--- src/shared/bcdudc_pkg.sv ---
package bcdudc_pkg;

  // Register offsets on the plain register port
  localparam logic [2:0] BCDUDC_ADDR_STATUS  = 3'h0;
  localparam logic [2:0] BCDUDC_ADDR_MASK    = 3'h1;
  localparam logic [2:0] BCDUDC_ADDR_COUNT   = 3'h2;
  localparam logic [2:0] BCDUDC_ADDR_COMPARE = 3'h3;
  localparam logic [2:0] BCDUDC_ADDR_LATCH   = 3'h4;

  // Status and mask bit positions
  localparam int BCDUDC_EV_MATCH  = 0;
  localparam int BCDUDC_EV_ZERO   = 1;
  localparam int BCDUDC_EV_PRESET = 2;
  localparam int BCDUDC_EV_WRAP   = 3;
  localparam int BCDUDC_EV_W      = 4;

  // Reset values
  localparam logic [15:0] BCDUDC_RST_COUNT = 16'h0000;
  localparam logic [15:0] BCDUDC_RST_CMP   = 16'h0000;
  localparam logic [3:0]  BCDUDC_RST_MASK  = 4'h0;

  // Digit indices of the scan
  localparam logic [1:0] BCDUDC_DIG_MSD = 2'h3;
  localparam logic [1:0] BCDUDC_DIG_LSD = 2'h0;

  // Scan slot length: time and derived count at 100 MHz
  localparam int BCDUDC_CLK_NS      = 10;
  localparam int BCDUDC_SLOT_NS     = 10000;
  localparam int BCDUDC_SLOT_CYC    = (BCDUDC_SLOT_NS + BCDUDC_CLK_NS - 1) / BCDUDC_CLK_NS;

  // Three-level control pin: neither bit set means floating
  typedef struct packed {
    logic drv_hi;   // Pin driven high
    logic drv_lo;   // Pin driven low
  } bcdudc_tri_s;

  // Scan sequencer states, Gray along normal -> preset -> off
  typedef enum logic [1:0] {
    BCDUDC_ST_NORMAL = 2'b00,
    BCDUDC_ST_PRESET = 2'b01,
    BCDUDC_ST_OFF    = 2'b11
  } bcdudc_state_e;

endpackage

--- src/logic/bcdudc_top.sv ---
// Implementation choices: the register offsets and the plain strobed port.
`timescale 1ns/1ns
// Summary of operation
// - Store low copies counter into output latches
// - Count up when direction high, else down
// - Counter preset: high loads, low floats port
// - Compare preset high loads compare from port
// - Compare preset low: display off, scan stopped
// - Display control: high blanks, low shows zeros
// - Match asserts when counter equals compare
// - Preset loads with scan oscillator free-running
// - Zero asserts whenever counter is zero
// - Preset scans msd to lsd, repeats if held
// - Counter clear leaves compare register intact
module bcdudc_top
  import bcdudc_pkg::*;
#(
  parameter int SLOT_CYC = BCDUDC_SLOT_CYC
) (
  // Clock and reset
  input  wire logic          i_clk,
  input  wire logic          i_nrst,
  // Counting controls
  input  wire logic          i_count,
  input  wire logic          i_dir_up,
  input  wire logic          i_cnt_clear_n,
  input  wire logic          i_latch_update_n,
  // Three-level controls
  input  wire bcdudc_tri_s   i_counter_preset_pin,
  input  wire bcdudc_tri_s   i_compare_preset_pin,
  input  wire bcdudc_tri_s   i_display_ctl,
  // BCD port
  input  wire logic [3:0]    i_bcd,
  output logic [3:0]         o_bcd,
  output logic               o_bcd_oe,
  // Display drive
  output logic [3:0]         o_digit_strobe,
  output logic [3:0]         o_seg_val,
  output logic               o_seg_en,
  // Flags
  output logic               o_match,
  output logic               o_zero,
  output logic               o_irq,
  // Register port
  input  wire logic [2:0]    i_addr,
  input  wire logic [15:0]   i_wdata,
  input  wire logic          i_wr,
  input  wire logic          i_rd,
  output logic [15:0]        o_rdata
);

  bcdudc_state_e state_reg;                 // Scan sequencer state
  logic [15:0]   cnt_reg;                   // Four BCD counter digits
  logic [15:0]   cmp_reg;                   // Compare register
  logic [15:0]   latch_reg;                 // Output latches
  logic [1:0]    dig_reg;                   // Current scan digit
  logic [15:0]   slot_reg;                  // Scan slot divider
  logic          count_d_reg;               // Count input, last cycle
  logic          ld_cnt_reg;                // Pass loads the counter
  logic          ld_cmp_reg;                // Pass loads the compare register
  logic [3:0]    status_reg;                // Sticky events
  logic [3:0]    mask_reg;                  // Interrupt mask
  logic          slot_tick;                 // Last cycle of a scan slot
  logic          count_pulse;               // Rising edge of count input
  logic          preset_req;                // Either preset pin high
  logic [15:0]   step_val;                  // Counter after one step
  logic          step_wrap;                 // Step rolled over
  logic [3:0]    ev;                        // Events this cycle
  logic [3:0]    blank;                     // Leading-zero blank per digit
  logic [3:0]    cur_dig;                   // Latched value of scan digit
  logic          rd_status;                 // Status register being read

  // One BCD step up or down, with roll-over flag
  function automatic logic [16:0] bcd_step(input logic [15:0] v, input logic up);
    logic [15:0] r;
    logic        c;
    logic [3:0]  d;
    r = v;
    c = 1'b1;
    for (int i = 0; i < 4; i++) begin
      d = v[i*4 +: 4];
      if (c) begin
        if (up) begin
          r[i*4 +: 4] = (d >= 4'h9) ? 4'h0 : 4'(d + 4'h1);
          c = (d >= 4'h9);
        end else begin
          r[i*4 +: 4] = (d == 4'h0) ? 4'h9 : 4'(d - 4'h1);
          c = (d == 4'h0);
        end
      end
    end
    return {c, r};
  endfunction

  // Combinational helpers
  assign count_pulse = i_count & ~count_d_reg;
  assign preset_req  = i_counter_preset_pin.drv_hi | i_compare_preset_pin.drv_hi;
  assign {step_wrap, step_val} = bcd_step(cnt_reg, i_dir_up);
  assign slot_tick   = (slot_reg == 16'(SLOT_CYC - 1));
  assign cur_dig     = latch_reg[dig_reg*4 +: 4];
  assign rd_status   = i_rd & (i_addr == BCDUDC_ADDR_STATUS);

  // Leading-zero blanking: a digit above the lsd blanks while it and all above are zero
  always_comb begin
    blank[3] = (latch_reg[15:12] == 4'h0) & ~i_display_ctl.drv_lo;
    blank[2] = blank[3] & (latch_reg[11:8] == 4'h0);
    blank[1] = blank[2] & (latch_reg[7:4] == 4'h0);
    blank[0] = 1'b0;
  end

  // Count edge detector
  always_ff @(posedge i_clk or negedge i_nrst) begin
    if (!i_nrst) begin
      count_d_reg <= 1'b0;
    end else begin
      count_d_reg <= i_count;
    end
  end

  // Scan oscillator divider: restarts at preset entry, stopped at once by display off
  always_ff @(posedge i_clk or negedge i_nrst) begin
    if (!i_nrst) begin
      slot_reg <= 16'h0000;
    end else if (state_reg == BCDUDC_ST_OFF || i_compare_preset_pin.drv_lo || slot_tick
                 || (state_reg == BCDUDC_ST_NORMAL && preset_req)) begin
      slot_reg <= 16'h0000;
    end else begin
      slot_reg <= slot_reg + 16'h0001;   // free-running in preset
    end
  end

  // Scan sequencer and preset pass control
  always_ff @(posedge i_clk or negedge i_nrst) begin
    if (!i_nrst) begin
      state_reg  <= BCDUDC_ST_NORMAL;
      dig_reg    <= BCDUDC_DIG_MSD;
      ld_cnt_reg <= 1'b0;
      ld_cmp_reg <= 1'b0;
    end else if (i_compare_preset_pin.drv_lo) begin
      state_reg <= BCDUDC_ST_OFF;
      dig_reg   <= BCDUDC_DIG_MSD;
    end else begin
      case (state_reg)
        BCDUDC_ST_NORMAL: begin
          if (preset_req) begin
            state_reg  <= BCDUDC_ST_PRESET;
            dig_reg    <= BCDUDC_DIG_MSD;
            ld_cnt_reg <= i_counter_preset_pin.drv_hi;
            ld_cmp_reg <= i_compare_preset_pin.drv_hi;
          end else if (slot_tick) begin
            dig_reg <= dig_reg - 2'h1;
          end
        end
        BCDUDC_ST_PRESET: begin
          if (slot_tick) begin
            if (dig_reg != BCDUDC_DIG_LSD) begin
              dig_reg <= dig_reg - 2'h1;
            end else begin
              // End of pass: resample and repeat while held
              dig_reg    <= BCDUDC_DIG_MSD;
              ld_cnt_reg <= i_counter_preset_pin.drv_hi;
              ld_cmp_reg <= i_compare_preset_pin.drv_hi;
              if (!preset_req) begin
                state_reg <= BCDUDC_ST_NORMAL;
              end
            end
          end
        end
        BCDUDC_ST_OFF: begin
          state_reg <= BCDUDC_ST_NORMAL;
          dig_reg   <= BCDUDC_DIG_MSD;
        end
        default: begin
          state_reg <= BCDUDC_ST_NORMAL;
        end
      endcase
    end
  end

  // Counter: clear, then preset digit load, then counting
  always_ff @(posedge i_clk or negedge i_nrst) begin
    if (!i_nrst) begin
      cnt_reg <= BCDUDC_RST_COUNT;
    end else if (!i_cnt_clear_n) begin
      cnt_reg <= BCDUDC_RST_COUNT;
    end else if (state_reg == BCDUDC_ST_PRESET && slot_tick && ld_cnt_reg) begin
      cnt_reg[dig_reg*4 +: 4] <= i_bcd;
    end else if (count_pulse) begin
      cnt_reg <= step_val;
    end
  end

  // Compare register: only a preset pass changes it
  always_ff @(posedge i_clk or negedge i_nrst) begin
    if (!i_nrst) begin
      cmp_reg <= BCDUDC_RST_CMP;
    end else if (state_reg == BCDUDC_ST_PRESET && slot_tick && ld_cmp_reg) begin
      cmp_reg[dig_reg*4 +: 4] <= i_bcd;
    end
  end

  // Output latches follow the counter while store is low
  always_ff @(posedge i_clk or negedge i_nrst) begin
    if (!i_nrst) begin
      latch_reg <= BCDUDC_RST_COUNT;
    end else if (!i_latch_update_n) begin
      latch_reg <= cnt_reg;
    end
  end

  // Match and zero flags
  always_ff @(posedge i_clk or negedge i_nrst) begin
    if (!i_nrst) begin
      o_match <= 1'b0;
      o_zero  <= 1'b0;
    end else begin
      o_match <= (cnt_reg == cmp_reg);
      o_zero  <= (cnt_reg == 16'h0000);
    end
  end

  // BCD port drive: latched digit in normal scan with both preset pins floating, floated otherwise
  always_ff @(posedge i_clk or negedge i_nrst) begin
    if (!i_nrst) begin
      o_bcd    <= 4'h0;
      o_bcd_oe <= 1'b0;
    end else begin
      o_bcd    <= cur_dig;
      o_bcd_oe <= (state_reg == BCDUDC_ST_NORMAL) & ~preset_req
                  & ~i_counter_preset_pin.drv_lo
                  & ~i_compare_preset_pin.drv_lo;
    end
  end

  // Digit strobes and segment drive
  always_ff @(posedge i_clk or negedge i_nrst) begin
    if (!i_nrst) begin
      o_digit_strobe <= 4'h0;
      o_seg_val      <= 4'h0;
      o_seg_en       <= 1'b0;
    end else if (state_reg == BCDUDC_ST_OFF || i_compare_preset_pin.drv_lo) begin
      o_digit_strobe <= 4'h0;
      o_seg_val      <= 4'h0;
      o_seg_en       <= 1'b0;
    end else begin
      o_digit_strobe <= 4'(4'h1 << dig_reg);
      o_seg_val      <= cur_dig;
      o_seg_en       <= ~i_display_ctl.drv_hi & ~blank[dig_reg];
    end
  end

  // Events: rising match, rising zero, preset pass done, roll-over
  assign ev[BCDUDC_EV_MATCH]  = (cnt_reg == cmp_reg) & ~o_match;
  assign ev[BCDUDC_EV_ZERO]   = (cnt_reg == 16'h0000) & ~o_zero;
  assign ev[BCDUDC_EV_PRESET] = (state_reg == BCDUDC_ST_PRESET) & slot_tick
                                & (dig_reg == BCDUDC_DIG_LSD);
  assign ev[BCDUDC_EV_WRAP]   = count_pulse & step_wrap & i_cnt_clear_n
                                & ~(state_reg == BCDUDC_ST_PRESET & slot_tick & ld_cnt_reg);

  // Sticky status, cleared by read; a new event wins over the clear
  always_ff @(posedge i_clk or negedge i_nrst) begin
    if (!i_nrst) begin
      status_reg <= 4'h0;
    end else if (rd_status) begin
      status_reg <= ev;
    end else begin
      status_reg <= status_reg | ev;
    end
  end

  // Mask register write
  always_ff @(posedge i_clk or negedge i_nrst) begin
    if (!i_nrst) begin
      mask_reg <= BCDUDC_RST_MASK;
    end else if (i_wr && i_addr == BCDUDC_ADDR_MASK) begin
      mask_reg <= i_wdata[BCDUDC_EV_W-1:0];
    end
  end

  // Interrupt level from the next status value
  always_ff @(posedge i_clk or negedge i_nrst) begin
    if (!i_nrst) begin
      o_irq <= 1'b0;
    end else if (rd_status) begin
      o_irq <= |(ev & mask_reg);
    end else begin
      o_irq <= |((status_reg | ev) & mask_reg);
    end
  end

  // Read data, one cycle after the read strobe; unmapped reads zero
  always_ff @(posedge i_clk or negedge i_nrst) begin
    if (!i_nrst) begin
      o_rdata <= 16'h0000;
    end else if (i_rd) begin
      case (i_addr)
        BCDUDC_ADDR_STATUS:  o_rdata <= {12'h000, status_reg};
        BCDUDC_ADDR_MASK:    o_rdata <= {12'h000, mask_reg};
        BCDUDC_ADDR_COUNT:   o_rdata <= cnt_reg;
        BCDUDC_ADDR_COMPARE: o_rdata <= cmp_reg;
        BCDUDC_ADDR_LATCH:   o_rdata <= latch_reg;
        default:             o_rdata <= 16'h0000;
      endcase
    end else begin
      o_rdata <= 16'h0000;
    end
  end
endmodule // bcdudc_top

--- config.mk ---
export PLATFORM = sky130hd
export DESIGN_NAME = bcdudc_top
export DESIGN_NICKNAME = d
export VERILOG_FILES = /design/src/shared/bcdudc_pkg.sv /design/src/logic/bcdudc_top.sv
export SDC_FILE = /design/constraint.sdc
export NUM_CORES = 1
export LEC_CHECK = 0
export BUFFER_PORTS_ARGS = -buffer_cell sky130_fd_sc_hd__buf_2
export CORE_MARGIN = 10
export CORE_UTILIZATION = 55
export CTS_BUF_LIST = sky130_fd_sc_hd__clkbuf_4
export DETAILED_ROUTE_END_ITERATION = 10
export PLACE_DENSITY_LB_ADDON = 0.25
export SLEW_MARGIN = 40
export SYNTH_ARGS = -nofsm -noshare
export SYNTH_HDL_FRONTEND = slang
export SYNTH_SLANG_ARGS = --single-unit
--- constraint.sdc ---
create_clock -name i_clk -period 2.4 [get_ports i_clk]
set_input_delay 0.36 -clock i_clk [delete_from_list [all_inputs] [get_ports i_clk]]
set_output_delay 0.36 -clock i_clk [all_outputs]
set_load 0.02 [all_outputs]
==> results of run 1 <==
[layer usage]
layer  vias up  share of wire
met5         -              0
met4         0          0.031
met3        35          0.066
met2       176           0.49
met1      2651           0.42
li1       2631              -
[stage by stage]
| stage | instances | util | setup slack (ns) |
|---|---|---|---|
| after global placement | 901 | 0.626 | -0.00260 |
| after global routing | 925 | 0.649 | -0.0140 |
| final | 925 | 0.649 | 0.0724 |
| after CTS | 921 | 0.641 | 0.00981 |
| after floorplan | 684 | - | -0.0102 |
| after detailed placement | 901 | 0.626 | -0.0594 |
[power by group through the flow]
stage | Combinational, W | Clock [W] | Sequential, W
2_1_floorplan | 0.000816 | 0 | 0.00226
3_3_place_gp | 0.00123 | 0 | 0.00227
3_5_place_dp | 0.00128 | 0 | 0.00228
4_1_cts | 0.00129 | 0.000850 | 0.00225
5_1_grt | 0.00145 | 0.000919 | 0.00228
6_report | 0.00132 | 0.000822 | 0.00225
[cell type report]
type / count / area [um2]
flip-flops and latches: 112 / 2810
diodes: 1 / 2.50
inverters: 30 / 113
clock buffers: 10 / 75.1
repair buffers: 122 / 811
multi-input cells: 502 / 3360
well taps: 143 / 179
clock inverters: 5 / 35.0
fillers: 936 / 3990
[worst max-delay path: stages, from the launching register on]
cell and delay [ns]:
dfrtp_1 0.42, or4_4 0.57, or4_4 0.51, or4b_1 0.53, o21ai_0 0.10, mux2_2 0.17
[what timing repair did]
| item | CTS | global route |
|---|---|---|
| hold buffers | 4 | 0 |
| hold endpoints to repair | 113 | 0 |
| setup endpoints to repair | 7 | 16 |
| buffers inserted | 1 | 3 |
| gates resized for setup | 2 | 13 |
| pin swaps | 0 | 5 |
[cell families after synthesis]
kind of cell,synth area share
simple gates,0.201
xor+xnor,0.0442
buf+inv,0.0432
flops,0.442
fa+ha+maj,0.0454
compound gates,0.155
mux,0.0685
[cell usage after synthesis, drive strengths merged (2+ instances only)]
library cell	count
dfrtp	110
nand2	74
nor2	60
o21ai	58
clkbuf	33
a21oi	29
inv	29
ha	23
xnor2	22
nand3	20
mux2	19
nor3	17
a31oi	16
nand4	16
mux2i	13
and2	12
a22oi	10
nor4	10
xor2	10
a211oi	9
nor2b	9
buf	7
nor3b	6
or4	5
and3	4
mux4	4
nand2b	4
o211ai	4
o21bai	4
o22a	4
or3b	4
a311oi	3
and4	3
nand3b	3
a211o	2
a22o	2
a31o	2
dfstp	2
o221ai	2
or3	2
or4b	2
[final timing paths]
| kind | start | endpoint | slack, ns | cells after the start |
|---|---|---|---|---|
| max | slot_reg[12] | cnt_reg[4] | 0.07 | 5 |
| min | i_wdata[3] | mask_reg[3] | 0.08 | 2 |
| max reg2reg | slot_reg[12] | cnt_reg[4] | 0.07 | 5 |
| min reg2reg | slot_reg[0] | slot_reg[0] | 0.50 | 1 |
| max in group asynchronous | i_nrst | cnt_reg[4] | 1.48 | 3 |
| min in group asynchronous | i_nrst | status_reg[1] | 0.45 | 3 |
==> key figures, run 1 <==
Timing
  • Setup-failing EPs final: 0
  • Final setup TNS: 0 ns
  • Fin. max-slew vios: 0
  • Worst hold slack: 0.0840 ns
  • Measured slew at the worst slew-check pin: 0.601 ns
  • Period Utilization, post-route: 0.970
  • Final hold violations: 0
  • Max transition margin: 0.599
  • Clk_skew: 0.0204 ns
  • Min Tclk post-route: 2.33 ns
  • Max Clock Freq: 430 MHz

Clocking
  • CTS Sinks: 112
  • Htree depth: 3
  • CTS buffer count: 9
  • Worst-Skew Late Latency: 0.51 ns
  • TritonCTS clock tree: built
  • Clk root buf: clkbuf_4
  • Worst-path clk slew: 0.16 ns
  • Maximum buffer depth of the clock tree: 2

Floorplan
  • Num ports: 70
  • Die area: 0.0162 mm2
  • Chip height: 127 um
  • Row count: 39
  • Die X: 127 um
  • CORE AREA: 0.0114 mm2
  • Initial core utilization: 0.558

Detailed routing
  • Drt initial violations: 429
  • Vias per cell: 5.94
  • Drt first pass iters: 5
  • Total wire length: 16400 um
  • Vias: 5493
  • Post-route DRC: 0
  • Final ANT Viol Nets: 0
  • Per-cell routed wire length: 17.7 um

Finish
  • Share of layout cells above drive strength 1: 0.233
  • Leading cell type in the layout, fill and taps excluded: dfrtp_1
  • Design area: 0.00738 mm2
  • Synthesis-to-layout area growth: 16.4%
  • Leading cell types in the layout, fill and taps excluded: dfrtp_1 (109), nand2_1 (74), nor2_1 (60), buf_4 (60), o21ai_0 (57)
  • Final net count: 837

Placed design
  • Routability cong.: 0.952
  • Placed cell areas: 0.00712 mm2
  • Number of port buffers: 57
  • Dpl hpwl: 12400 um

Pwr
  • Power share of the combinational group: 0.300
  • Switch share: 0.346
  • Total power: 0.00440 W
  • NetSw: 0.00152 W
  • VDD IR max: 0.483 mV
  • Seq pwr share: 0.513
  • PD cells: 596 mW/mm2
  • Clk pwr share: 0.187
  • Leakage: 3.38 nW
  • Int Power: 0.00288 W

Synth
  • Yosys top cell area share: 0.434
  • Mapped Avg Cell Area: 9.27 um2
  • Post-synthesis cell type count: 63
  • #FFs+latches synth: 112
  • Yosys top cell by area: dfrtp_1
  • Mapped Nets: 744
  • Top cells by area, synth: dfrtp_1 (43%), ha_1 (4.5%), o21ai_0 (4.5%)
  • Synthesized area: 0.00634 mm2
  • Post-synthesis sequential area ratio: 0.442
  • Post-synthesis async set-or-reset flop share: 1.00
  • Mapped Cells: 684
  • Yosys warns: 0
  • Ys flop type: dfrtp_1
  • EDFF count, synth: 0

Setup path
  • Worst Path Required: 2.86 ns
  • Critical path class: flop to flop
  • Startpoint Class: flop
  • Critical path endpoint category: flop
  • Crit-path max FO: 3
  • Worst Path Arrival: 2.79 ns

Global routing
  • GR Layer Usage met1: 0.245
  • Fraction of met3 tracks used by global routing: 0.0484
  • Vias in the first global route: 5422
  • Met2 Track Usage GR: 0.342
  • Initial antenna violation count: 1
  • First-pass GRT wire length: 27000 um
  • GR peak layer: met2
  • Gr ovfl total: 0
  • Largest net degree at the start of global routing: 113
  • GR Util All Layers: 0.204

Outcome
  • Status: finished clean

Flow run
  • Maxcap violations: 0

Min path
  • Worst Hold Class: primary input to flop
No activity file was read; power rests on OpenSTA's default activity.
==> run 2: changes to the inputs <==
- ABC_AREA: not set -> 1
==> key figures, run 2 <==
Outcome
  • Status: finished clean

Timing
  • Max Clock Freq: 471 MHz (+9.7%)
  • Measured slew at the worst slew-check pin: 0.706 ns (+0.105 ns)
  • Max transition margin: 0.528 (-0.0709)
  • Setup ws final: 0.278 ns (+0.205 ns)
  • Final setup TNS: 0 ns (unchanged)
  • Clk_skew: 0.0269 ns (+0.00645 ns)
  • Unrepaired setup endpoints after global routing: no
  • Fin. max-slew vios: 0 (unchanged)
  • Final hold violations: 0 (unchanged)
  • Worst hold slack: 0.0793 ns (-0.00469 ns)
  • Setup-failing EPs final: 0 (unchanged)
  • Min Tclk post-route: 2.12 ns (-0.205 ns)
  • Period Utilization, post-route: 0.884 (-0.0856)

Floorplan
  • Num ports: 70 (unchanged)
  • Row count: 39 (unchanged)
  • Die area: 0.0168 mm2 (+3.3%)
  • Initial core utilization: 0.570 (+0.0120)
  • Die X: 129 um (+1.6%)
  • CORE AREA: 0.0116 mm2 (+1.7%)
  • Chip height: 129 um (+1.6%)

Pwr
  • PD cells: 688 mW/mm2 (+15%)
  • Leakage: 3.63 nW (+7.5%)
  • VDD IR max: 0.360 mV (-25%)

Setup path
  • Worst Path Arrival: 2.55 ns (-0.24 ns)
  • Crit-path max FO: 14 (+11)
  • CP Launch Point: dig_reg[0]
  • Worst R2R Setup Slack: 0.28 ns (+0.21 ns)
  • Worst Setup EP: cnt_reg[12]
  • Reg2Reg Depth: 12 (+7)
  • Worst Path Required: 2.83 ns (-0.03 ns)
  • Critical path class: flop to flop
  • Critical path endpoint category: flop
  • Startpoint Class: flop
  • Reg2reg end: cnt_reg[12]
  • FF-to-FF Start: dig_reg[0]

Finish
  • Synthesis-to-layout area growth: 10.2%
  • Leading cell types in the layout, fill and taps excluded: nand2_1 (207), nor2_1 (120), dfrtp_1 (110)
  • Layout Cells excl Fill: 1071 (+16%)
  • Final core utilization: 0.628 (-0.0212)
  • Final net count: 983 (+17%)
  • Share of layout cells above drive strength 1: 0.142 (-0.0908)
  • Leading cell type in the layout, fill and taps excluded: nand2_1
  • Diode count: 0 (-1)

Global routing
  • First-pass GRT wire length: 27000 um (about the same)
  • Gr ovfl total: 0 (unchanged)
  • Fraction of met3 tracks used by global routing: 0.0457 (-0.00271)
  • GR peak layer: met2
  • Met2 Track Usage GR: 0.331 (-0.0112)
  • Largest net degree at the start of global routing: 42 (-63%)
  • Vias in the first global route: 5393 (-0.53%)
  • GR Util All Layers: 0.203 (-0.00111)
  • GR Layer Usage met1: 0.258 (+0.0138)
  • Initial antenna violation count: 0 (-1)

Detailed routing
  • Vias: 5814 (+5.8%)
  • Drt initial violations: 579 (+35%)
  • Post-route DRC: 0 (unchanged)
  • Per-cell routed wire length: 15.4 um (-13%)
  • Drt first pass iters: 5 (unchanged)
  • Vias per cell: 5.43 (-8.6%)
  • Final ANT Viol Nets: 0 (unchanged)
  • Total wire length: 16400 um (+0.40%)

Clocking
  • Htree depth: 3 (unchanged)
  • Post_cts resized: 0 (-2)
  • CTS Sinks: 112 (unchanged)
  • Worst-Skew Late Latency: 0.50 ns (about the same)
  • Setup Buffers After CTS: 0 (-1)
  • TritonCTS clock tree: built
  • Worst-path clk slew: 0.18 ns (+0.02 ns)
  • Clk root buf: clkbuf_4
  • CTS buffer count: 9 (unchanged)
  • Maximum buffer depth of the clock tree: 2 (unchanged)

Synth
  • Yosys top cell area share: 0.418 (-0.0163)
  • #FFs+latches synth: 112 (unchanged)
  • Most frequent cell after synthesis: nand2_1
  • Mapped Nets: 918 (+23%)
  • Mapped Avg Cell Area: 7.68 um2 (-17%)
  • Mapped Cells: 858 (+25%)
  • Ys flop type: dfrtp_1
  • Post-synth top cells: nand2_1 (207), nor2_1 (120), dfrtp_1 (110)
  • Yosys top cell by area: dfrtp_1
  • Post-synthesis cell type count: 50 (-21%)
  • Top cells by area, synth: dfrtp_1 (42%), nand2_1 (12%), nor2_1 (6.8%)
  • Post-synthesis async set-or-reset flop share: 1.00 (unchanged)
  • Synthesized area: 0.00659 mm2 (+3.9%)
  • Post-synthesis sequential area ratio: 0.426 (-0.0166)
  • EDFF count, synth: 0 (unchanged)
  • Yosys warns: 0 (unchanged)

Placed design
  • Routability cong.: 0.936 (-1.7%)
  • Post-placement cell count: 1051 (+17%)
  • Number of port buffers: 57 (unchanged)
  • Dpl hpwl: 12900 um (+3.8%)
  • Pre-CTS setup slack: 0.367 ns (+0.427 ns)

Flow run
  • Maxcap violations: 0 (unchanged)

Min path
  • Worst Hold Class: primary input to flop
[run 2: changes by cell type in the layout (fill, tap and decap cells not counted), moves of 14 or more]
cell and delta:
nand2_1 +133, nor2_1 +60, inv_1 +54, buf_4 -50, nand3_1 +19, xnor2_1 -16
mux2_2 -15, a31oi_1 -14
[run 2: cell type report]
| cell class | instances | area, um2 |
|---|---|---|
| flip-flops and latches | 112 | 2810 |
| repair buffers | 72 | 435 |
| fillers | 1047 | 4300 |
| clock inverters | 6 | 67.6 |
| multi-input cells | 632 | 3340 |
| inverters | 96 | 360 |
| clock buffers | 10 | 75.1 |
| well taps | 143 | 179 |
[run 2: worst min path at each step]
stage	startpoint	endpoint	slack, ns	cells after the start
floorplan	i_nrst	cmp_reg[0]	0.06	0
global placement	i_nrst	o_rdata[11]	0.36	1
detailed placement	i_nrst	o_rdata[11]	0.37	1
CTS	i_wdata[3]	mask_reg[3]	0.06	2
global route	i_wdata[3]	mask_reg[3]	0.04	2
finish	i_wdata[0]	mask_reg[0]	0.08	2
[run 2: metrics by stage]
step           instance area (um2)  power [W]
2_1_floorplan                 6590    0.00351
3_3_place_gp                  7080    0.00401
3_5_place_dp                  7080    0.00404
4_1_cts                       7260    0.00501
5_1_grt                       7260    0.00533
6_report                      7260    0.00500
[run 2: metal layers]
metal	share of wire	vias to the layer above
met1	0.44	2654
met5	0	-
met3	0.067	37
met2	0.46	202
met4	0.030	0
li1	-	2921
[run 2: where the power goes]
group          switching (W)  internal (W)  leakage (nW)
combinational        0.00111      0.000567          2.15
clock               0.000632      0.000337        0.0755
sequential          0.000221       0.00213          1.41
total                0.00196       0.00303          3.63
[run 2: logic make-up (layout without fill, tap and decap cells)]
group	after synthesis	in the layout	synth area share
buffers and inverters	114	184	0.0674
multiplexers	2	2	0.00342
adder cells (fa/ha/maj)	23	23	0.0437
AO/OA/AOI/OAI	140	140	0.122
flip-flops	112	112	0.426
XOR/XNOR	29	29	0.0385
AND/OR/NAND/NOR	438	438	0.299
[run 2: what timing repair did]
action,4_1_cts,5_1_grt
hold buffers,4,0
endpoints found under the setup margin,0,0
hold endpoints to repair,38,0
[run 2: critical path: stages (launching register included)]
cell and delay [ns]:
dfstp_2 0.57, inv_1 0.08, buf_4 0.19, ha_1 0.28, inv_1 0.17, nand2_1 0.09, inv_1 0.11, nand4_1 0.12
nand4_1 0.12, nand2_1 0.07, nor2_1 0.09, nand3_1 0.09, nand2_1 0.07
